**src/include/emb_cfg.svh**
```systemverilog
// Constants for the external memory bus interface
`ifndef EMB_CFG_SVH
`define EMB_CFG_SVH
`define EMB_ON_CHIP_TOP 16'h1FFF
`define EMB_RST_CYCLES 4'h2
`define EMB_MC_CLKS 4'hC
`define EMB_PH_ALE_FALL 4'h2
`define EMB_PH_DATA 4'h4
`define EMB_PH_STROBE_ON 4'h5
`define EMB_PH_STROBE_OFF 4'hA
`define EMB_PH_END 4'hB
`define EMB_ALLONES8 8'hFF
`define EMB_ZERO8 8'h00
`endif

```
**src/include/emb_pkg.sv**
```systemverilog
// Types for the external memory bus interface
package emb_pkg;
    typedef enum logic [3:0] {
        EMB_IDLE = 4'b0001,
        EMB_ADDR = 4'b0010,
        EMB_DATA = 4'b0100,
        EMB_DONE = 4'b1000
    } emb_state_t;
    typedef enum logic [1:0] {
        EMB_ACC_CODE = 2'h0,
        EMB_ACC_READ = 2'h1,
        EMB_ACC_WRITE = 2'h2
    } emb_acc_t;
endpackage : emb_pkg

```
**src/verilog/emb_reset_sync.sv**
```systemverilog
// Reset release and reset pin qualification
`include "emb_cfg.svh"
module emb_reset_sync (
    input wire logic mclk_in,
    input wire logic rstn_in,
    input wire logic reset_pin_in,
    output logic rstn_out
);
    import emb_pkg::*;
    typedef struct packed {
        logic [1:0] rel;
        logic [1:0] pin_sync;
        logic [3:0] clk_cnt;
        logic [3:0] mc_cnt;
        logic hold;
    } emb_rs_t;
    emb_rs_t s_reg, s_next;
    // ========================================
    // Two machine cycles of high reset pin
    always_comb begin
        s_next = s_reg;
        s_next.rel = {s_reg.rel[0], 1'b1};
        s_next.pin_sync = {s_reg.pin_sync[0], reset_pin_in};
        s_next.hold = 1'b0;
        if (s_reg.pin_sync[1]) begin
            if (s_reg.clk_cnt == `EMB_MC_CLKS - 4'h1) begin
                s_next.clk_cnt = 4'h0;
                if (s_reg.mc_cnt != `EMB_RST_CYCLES) begin
                    s_next.mc_cnt = s_reg.mc_cnt + 4'h1;
                end
            end else begin
                s_next.clk_cnt = s_reg.clk_cnt + 4'h1;
            end
            s_next.hold = (s_reg.mc_cnt == `EMB_RST_CYCLES);
        end else begin
            s_next.clk_cnt = 4'h0;
            s_next.mc_cnt = 4'h0;
        end
    end
    always_ff @(posedge mclk_in or negedge rstn_in) begin
        if (!rstn_in) begin
            s_reg <= '0;
        end else begin
            s_reg <= s_next;
        end
    end
    assign rstn_out = s_reg.rel[1] & ~s_reg.hold;
endmodule : emb_reset_sync

```
**src/verilog/emb_bus_if.sv**
```systemverilog
// External memory bus interface top
// ========================================
// Summary of operation
// A low external access select sends every program fetch to the external bus.
// With access select high and an on-chip address, no fetch address or code appears on the bus.
// Each external fetch or code table read asserts the program fetch strobe.
// Internal program accesses give no program fetch strobe pulse at all.
// The latch strobe pulses so an outside latch captures the low address byte, which it then holds.
// The low port carries the low address first and the data byte after.
// The high address port carries the upper address byte during external accesses.
// External data writes produce the active low write strobe.
// External data reads produce the active low read strobe, separate from the fetch strobe.
// A reset pin high for two machine cycles resets the block; the outside holds it that long.
// Program and data spaces are separate 64K spaces chosen by strobe, addressed by 16 bits.
// With the latch strobe off bit set, the latch strobe only toggles during external accesses.
// Fetch, read and write strobes are active low and the latch strobe falls before data phase.
`include "emb_cfg.svh"
module emb_bus_if (
    input wire logic mclk_in,
    input wire logic rstn_in,
    input wire logic reset_pin_in,
    input wire logic external_access_select_n_in,
    input wire logic latch_strobe_off_bit_in,
    input wire logic req_valid_in,
    input wire emb_pkg::emb_acc_t req_kind_in,
    input wire logic [15:0] req_addr_in,
    input wire logic [7:0] req_wdata_in,
    input wire logic [7:0] low_address_data_port_in,
    output logic req_ready_out,
    output logic rsp_valid_out,
    output logic rsp_internal_out,
    output logic [7:0] rsp_data_out,
    output logic [7:0] low_address_data_port_out,
    output logic low_address_data_port_oe_n_out,
    output logic [7:0] high_address_port_out,
    output logic address_latch_strobe_out,
    output logic program_fetch_strobe_n_out,
    output logic read_strobe_n_out,
    output logic write_strobe_n_out
);
    import emb_pkg::*;
    typedef struct packed {
        emb_state_t st;
        logic [3:0] ph;
        emb_acc_t kind;
        logic [15:0] addr;
        logic [7:0] wdata;
        logic [1:0] ea_sync;
        logic [1:0] ao_sync;
        logic [7:0] ad_out;
        logic ad_oe_n;
        logic [7:0] hi_out;
        logic ale;
        logic program_fetch_strobe_n;
        logic rd_n;
        logic wr_n;
        logic ready;
        logic rsp_valid;
        logic rsp_int;
        logic [7:0] rsp_data;
    } emb_bus_t;
    emb_bus_t s_reg, s_next;
    logic rstn_sync;
    emb_reset_sync u_rst (
        .mclk_in(mclk_in),
        .rstn_in(rstn_in),
        .reset_pin_in(reset_pin_in),
        .rstn_out(rstn_sync)
    );
    function automatic logic is_on_chip(input logic [15:0] a);
        is_on_chip = (a <= `EMB_ON_CHIP_TOP);
    endfunction : is_on_chip
    // ========================================
    // Bus cycle sequencer
    always_comb begin
        s_next = s_reg;
        s_next.ea_sync = {s_reg.ea_sync[0], external_access_select_n_in};
        s_next.ao_sync = {s_reg.ao_sync[0], latch_strobe_off_bit_in};
        s_next.rsp_valid = 1'b0;
        case (s_reg.st)
            EMB_IDLE: begin
                s_next.ready = 1'b1;
                s_next.ad_oe_n = 1'b1;
                s_next.ale = ~s_reg.ao_sync[1] & ~s_reg.ale;
                if (req_valid_in && s_reg.ready) begin
                    s_next.ready = 1'b0;
                    s_next.kind = req_kind_in;
                    s_next.addr = req_addr_in;
                    s_next.wdata = req_wdata_in;
                    if (req_kind_in == EMB_ACC_CODE && s_reg.ea_sync[1]
                        && is_on_chip(req_addr_in)) begin
                        s_next.st = EMB_DONE;
                        s_next.rsp_int = 1'b1;
                    end else begin
                        s_next.st = EMB_ADDR;
                        s_next.rsp_int = 1'b0;
                        s_next.ph = 4'h0;
                        s_next.ale = 1'b1;
                        s_next.ad_out = req_addr_in[7:0];
                        s_next.ad_oe_n = 1'b0;
                        s_next.hi_out = req_addr_in[15:8];
                    end
                end
            end
            EMB_ADDR: begin
                s_next.ph = s_reg.ph + 4'h1;
                if (s_reg.ph == `EMB_PH_ALE_FALL) begin
                    s_next.ale = 1'b0;
                end
                if (s_reg.ph == `EMB_PH_DATA) begin
                    s_next.st = EMB_DATA;
                    s_next.ad_oe_n = (s_reg.kind != EMB_ACC_WRITE);
                    s_next.ad_out = (s_reg.kind == EMB_ACC_WRITE) ? s_reg.wdata : `EMB_ALLONES8;
                end
            end
            EMB_DATA: begin
                s_next.ph = s_reg.ph + 4'h1;
                if (s_reg.ph == `EMB_PH_STROBE_ON) begin
                    s_next.program_fetch_strobe_n = (s_reg.kind != EMB_ACC_CODE);
                    s_next.rd_n = (s_reg.kind != EMB_ACC_READ);
                    s_next.wr_n = (s_reg.kind != EMB_ACC_WRITE);
                end
                if (s_reg.ph == `EMB_PH_STROBE_OFF) begin
                    s_next.rsp_data = low_address_data_port_in;
                    s_next.program_fetch_strobe_n = 1'b1;
                    s_next.rd_n = 1'b1;
                    s_next.wr_n = 1'b1;
                end
                if (s_reg.ph == `EMB_PH_END) begin
                    s_next.st = EMB_DONE;
                    s_next.ad_oe_n = 1'b1;
                end
            end
            EMB_DONE: begin
                s_next.rsp_valid = 1'b1;
                s_next.rsp_data = s_reg.rsp_int ? `EMB_ZERO8 : s_reg.rsp_data;
                s_next.st = EMB_IDLE;
            end
            default: begin
                s_next.st = EMB_IDLE;
            end
        endcase
    end
    always_ff @(posedge mclk_in or negedge rstn_sync) begin
        if (!rstn_sync) begin
            s_reg <= '0;
            s_reg.st <= EMB_IDLE;
            s_reg.ad_oe_n <= 1'b1;
            s_reg.program_fetch_strobe_n <= 1'b1;
            s_reg.rd_n <= 1'b1;
            s_reg.wr_n <= 1'b1;
        end else begin
            s_reg <= s_next;
        end
    end
    assign req_ready_out = s_reg.ready;
    assign rsp_valid_out = s_reg.rsp_valid;
    assign rsp_internal_out = s_reg.rsp_int;
    assign rsp_data_out = s_reg.rsp_data;
    assign low_address_data_port_out = s_reg.ad_out;
    assign low_address_data_port_oe_n_out = s_reg.ad_oe_n;
    assign high_address_port_out = s_reg.hi_out;
    assign address_latch_strobe_out = s_reg.ale;
    assign program_fetch_strobe_n_out = s_reg.program_fetch_strobe_n;
    assign read_strobe_n_out = s_reg.rd_n;
    assign write_strobe_n_out = s_reg.wr_n;
endmodule : emb_bus_if

```
**config.mk**
```make
export PLATFORM = sky130hd
export DESIGN_NAME = emb_bus_if
export DESIGN_NICKNAME = d
export VERILOG_FILES = /design/src/include/emb_pkg.sv /design/src/verilog/emb_reset_sync.sv /design/src/verilog/emb_bus_if.sv
export VERILOG_INCLUDE_DIRS = /design/src /design/src/include
export SDC_FILE = /design/constraint.sdc
export NUM_CORES = 1
export LEC_CHECK = 0
export BUFFER_PORTS_ARGS = -buffer_cell sky130_fd_sc_hd__buf_4
export CORE_MARGIN = 3
export CORE_UTILIZATION = 55
export DETAILED_ROUTE_END_ITERATION = 6
export MAX_ROUTING_LAYER = met4
export PLACE_DENSITY = 0.93
export SETUP_SLACK_MARGIN = 0.1
export SYNTH_ARGS = -nofsm -noshare
export SYNTH_HDL_FRONTEND = slang
export SYNTH_SLANG_ARGS = --single-unit
```
**constraint.sdc**
```tcl
create_clock -name mclk_in -period 6.5 [get_ports mclk_in]
set_clock_uncertainty 0.05 [all_clocks]
set_input_delay 0.975 -clock mclk_in [delete_from_list [all_inputs] [get_ports mclk_in]]
set_output_delay 0.975 -clock mclk_in [all_outputs]
set_load 0.05 [all_outputs]
```
Yosys cells after proc, flatten, opt, wreduce, memory -nomap -nowiden:

Cells that the tools add are included.

* bits in registers: 83
* input bits: 40
* output and inout port bits: 32
* word-level logic and storage cells: 107

* add/sub/neg operators: 3
* order comparisons: 1
* equal/unequal tests: 24
* multiplexer cells: 29
* bitwise operators: 6
* reduce and logical (&&, ||, !) cells: 21

Operator list (count)
* $mux W18: 2
* $mux W34: 1
* $mux W8: 4
* $pmux W8 S2: 2
* $mux W4: 7
* $ne A2 B2 Y1 const B: 10
* $eq A4 B4 Y1 const B: 4
* $le A16 B13 Y1 const B: 1
* $reduce_and A3 Y1: 5
* $add A4 B1 Y4 const B: 3
* $eq A4 B2 Y1 const B: 3
* $eq A4 B3 Y1 const B: 3
* $pmux W4 S3: 1
* $reduce_bool A2 Y1: 5
* $mux W9: 1
* $pmux W4 S2: 1
* $reduce_and A2 Y1: 4
* $mux W1: 6
* $mux W3: 2
* $eq A4 B1 Y1 const B: 1
* $ne A4 B2 Y1 const B: 1
* $not A1 Y1: 4
* $reduce_and A4 Y1: 1
* $logic_and A1 B1 Y1: 3
* 8 further kinds: 9

Logic depth before layout (Yosys ltp):

* depth after elaboration: 6
* mapped depth: 7
* mapped depth without buffers: 6

Hierarchy:

Synthesis repeated with hierarchy kept, for this count alone.

* cells, all modules: 251
* area total of the unflattened synthesis: 3076.7 µm²

Modules (own cells, without submodules)
* emb_bus_if: instances 1, cells each 210, area each 2514.9 µm², seq. area each 1357.6 µm²
* emb_reset_sync: instances 1, cells each 41, area each 561.8 µm², seq. area each 325.3 µm²

Worst setup path before layout:

Ideal clock, no wire load.

* path kind: input port to flip-flop
* from: input port req_valid_in
* to: register s_reg (netlist bit low_address_data_port_oe_n_out)
* library setup time: 0.085 ns
* arrival time: 2.189 ns
* data required time: 6.365 ns
* path slack: 4.177 ns
* stages: 4
* cells stage by stage: nand2_1 -> a211oi_1 -> o21ai_0 -> mux2_1

* word-level cells in the longest chain between the ends: 3

Ends and longest elaborated chain
* start: declaration: RTL line emb_bus_if.sv:24 `input wire logic req_valid_in,`
* $logic_and A1 B1 Y1: RTL line emb_bus_if.sv:85 `if (req_valid_in && s_reg.ready) begin`
* $mux W18: RTL line emb_bus_if.sv:85
* $pmux W1 S3: RTL line emb_bus_if.sv:80 `case (s_reg.st)`
* end signal: assignment: RTL line emb_bus_if.sv:153 `s_reg <= s_next;`
* end: declaration: RTL line emb_bus_if.sv:62 `emb_bus_t s_reg, s_next;`

No other way between the ends. The select of a mux whose other input is x is not followed.
A chain may end at the register's enable or synchronous reset.

Final worst setup path:

* from: register s_reg[66] (netlist bit)
* to: register s_reg[65] (netlist bit)

* word-level cells in the longest chain between the ends: 4

Ends and longest elaborated chain (RTL line)
* $eq A4 B3 Y1 or $eq A4 B2 Y1 (tied branches): emb_bus_if.sv:80
* $reduce_or A2 Y1 (no line)
* $reduce_bool A2 Y1 (no line)
* $reduce_and A3 Y1 (no line)

Several ways; a longest one is shown, not always the timed one.

==> metrics <==
outcome=completed; number of flip-flops in the largest register=20; xor and xnor area share after synthesis=0.0135; die height=just over 80 um; Slew Limit Headroom=0.309; Hold Violations, Final=0; TritonCTS Buffers=9; gr usage total=0.198; number of DRC markers in iteration 0=109; Required @ worst endpoint=6670 ps; Hold WC Path Type=reg2reg; Remaining Overflow, GRT=0; top_reg_cell synth=dfrtp_1; PD cells=437 nW/um^2; layout cell share with drive strength beyond 1=0.383; Netlist cell types=53; RSZ-0062 raised after global routing=false; Critical Path End Type=flip-flop; hold depth=0; global route hottest layer=met2; net count after synthesis=between 300 and 400; Max-Cap Viols=0; Peak VDD IR=approximately 300 uV; largest family of logic cells by synthesized area=simple AND/OR/NAND/NOR gates; sequential area share after synthesis=0.520; Post-CTS Hold Buffers=0; final WL=6.06 mm; Post-CTS Resized=0; first-pass GRT wire length=roughly 10 mm; Post-Layout Cell Count=~400; Final GP Congestion=between 0.8 and 0.9; startpoint types=flip-flop; Die Wd=~83 um; Area Growth Syn to Fin=17.9%; multiplexer area fraction after synthesis=0.111; vias per cell=between 5 and 6; Avg Inst Size Synth=around 12 um^2; Setup Crit Path Kind=reg2reg; Final ANT Viol Nets=0; HPWL Detailed=around 4.4 mm; Max Freq=~410 MHz; Clk pin slew, worst setup/hold paths=70 ps; crit path max fanout=14; Starting Density=0.577; post-synthesis cell count=about 270; placed insts=382; port bufs=just over 70; post-route clock period utilization=0.377; asr flop ratio synth=1.00; drt wl/cell=around 15 um; final-stage net count=between 300 and 400; fraction of the mapped netlist area in compound gates=0.109; H-tree depth=3; slew of the pin with the lowest slew margin=just over 1000 ps; Simple-Gate Fraction of Synth Area=0.122; root buf cell=clkbuf_8; vias=~2,100; endpoints failing setup=0; Max Slew Vio Count=0; maximum buffer depth of the clock tree=2; Post-DP Area=approximately 3600 um^2; Reg2Reg Depth=4; total chip power=between 1.5 and 2 mW; met1 Usage GRT=0.238; post-route cell area=around 3800 um^2; # diodes=0; vias in the first global route=around 2,200; Ports=72; drt pass-1 iters=4; TritonCTS clock tree=built; flops & latches, synth=67; P_leak=between 1.5 and 2 nW; setup_tns=0 ps; post-CTS setup buffer count=0; number of synthesis warnings=0; core area=about 5600 um^2; DIE AREA=between 6000 and 7000 um^2; Mapped Area=3240 um^2; initial antenna violation count=0; Adder-Cell Fraction of Synth Area=0.0271; largest net degree at the start of global routing=between 50 and 60; post-route minimum period=about 2400 ps; met2 Use GR=0.316; Clk Latency, worst-skew pair=340 ps; # rows=27; worst endpoint data arrival time=around 2600 ps; drt drc=0; Sinks on Clock Net=67; count of flip-flops with a built-in enable after synthesis=0; M3 GR Usage=0.0499
critical path, stage by stage (launching register included):
cell and delay, ps:
dfstp_2 620, or4b_4 530, a211oi_4 720, mux2i_1 150, a22o_1 260
logic make-up (layout without fill, tap and decap cells):
family | after synthesis | after routing
flip-flops | 67 | 67
AND/OR/NAND/NOR | 63 | 63
buffers and inverters | 51 | 103
AO/OA/AOI/OAI | 49 | 49
multiplexers | 31 | 31
adder cells (fa/ha/maj) | 7 | 7
XOR/XNOR | 5 | 5
other | 1 | 1
cell usage after synthesis, drive strengths merged (3+ instances only):
master  instances  area, um^2
nor4b           4        47.6
nor3            4        30.0
nor2b           3        18.8
ha              7        87.6
and2            3        18.8
nand3b          5        37.5
buf            34         248
clkbuf          3        11.3
or4b            3        33.8
a22o            7        61.3
nand2          10        37.5
a211oi          4        42.5
dfrtp          62        1550
inv            14        52.6
mux2i          10         100
nand3           5        25.0
o21ai           5        25.0
o21a            8        60.1
mux2           21         259
a21oi          16        83.8
nor2           17        68.8
dfstp           5         131
xor2            3        26.3
through the flow:
| step | utilization | hold slack (ps) | setup WS (ps) |
|---|---|---|---|
| floorplan | - | 281 | 2850 |
| global placement | 0.646 | 282 | 3820 |
| detailed placement | 0.646 | 291 | 3730 |
| CTS | 0.681 | 309 | 4040 |
| global route | 0.681 | 312 | 3950 |
| finish | 0.681 | 304 | 4050 |
path summary, 6_finish.rpt:
kind	startpoint	end	slack, ps
max	s_reg[66]	s_reg[65]	4050
min in group asynchronous	rstn_in	u_rst.s_reg[3]	410
max reg2reg	s_reg[66]	s_reg[65]	4050
min	s_next[33]	s_reg[33]	300
max in group asynchronous	u_rst.s_reg[0]	s_next[35]	5470
min reg2reg	s_next[33]	s_reg[33]	300
cells in the final DEF, fill, tap and decap left out, drive strengths merged, types with 8 or more instances in the layout:
cell	instances
buf	73
dfrtp	62
a21oi	16
nor2	17
o21a	8
clkbuf	11
nand2	10
mux2	21
inv	14
mux2i	10
cell type report:
| type | count | area, um^2 |
|---|---|---|
| clock buffers | 11 | 141 |
| flip-flops and latches | 67 | 1680 |
| inverters | 14 | 52.6 |
| clock inverters | 5 | 52.6 |
| repair buffers | 73 | 548 |
| fillers | 420 | 1790 |
| multi-input cells | 156 | 1250 |
| well taps | 72 | 90.1 |
metal layers:
| metal | vias to the layer above | share of wire |
|---|---|---|
| met5 | - | 0 |
| met4 | 0 | 0.017 |
| li1 | 1014 | - |
| met3 | 11 | 0.070 |
| met2 | 77 | 0.47 |
| met1 | 1047 | 0.44 |
power by group:
group / switching, mW / leakage (nW) / total [mW] / internal (mW)
logic: 0.430 / 0.903 / 0.714 / 0.284
clock network: 0.151 / 0.0991 / 0.337 / 0.186
registers: 0.0870 / 0.837 / 0.619 / 0.532
Power figures use the tool's default switching activity.
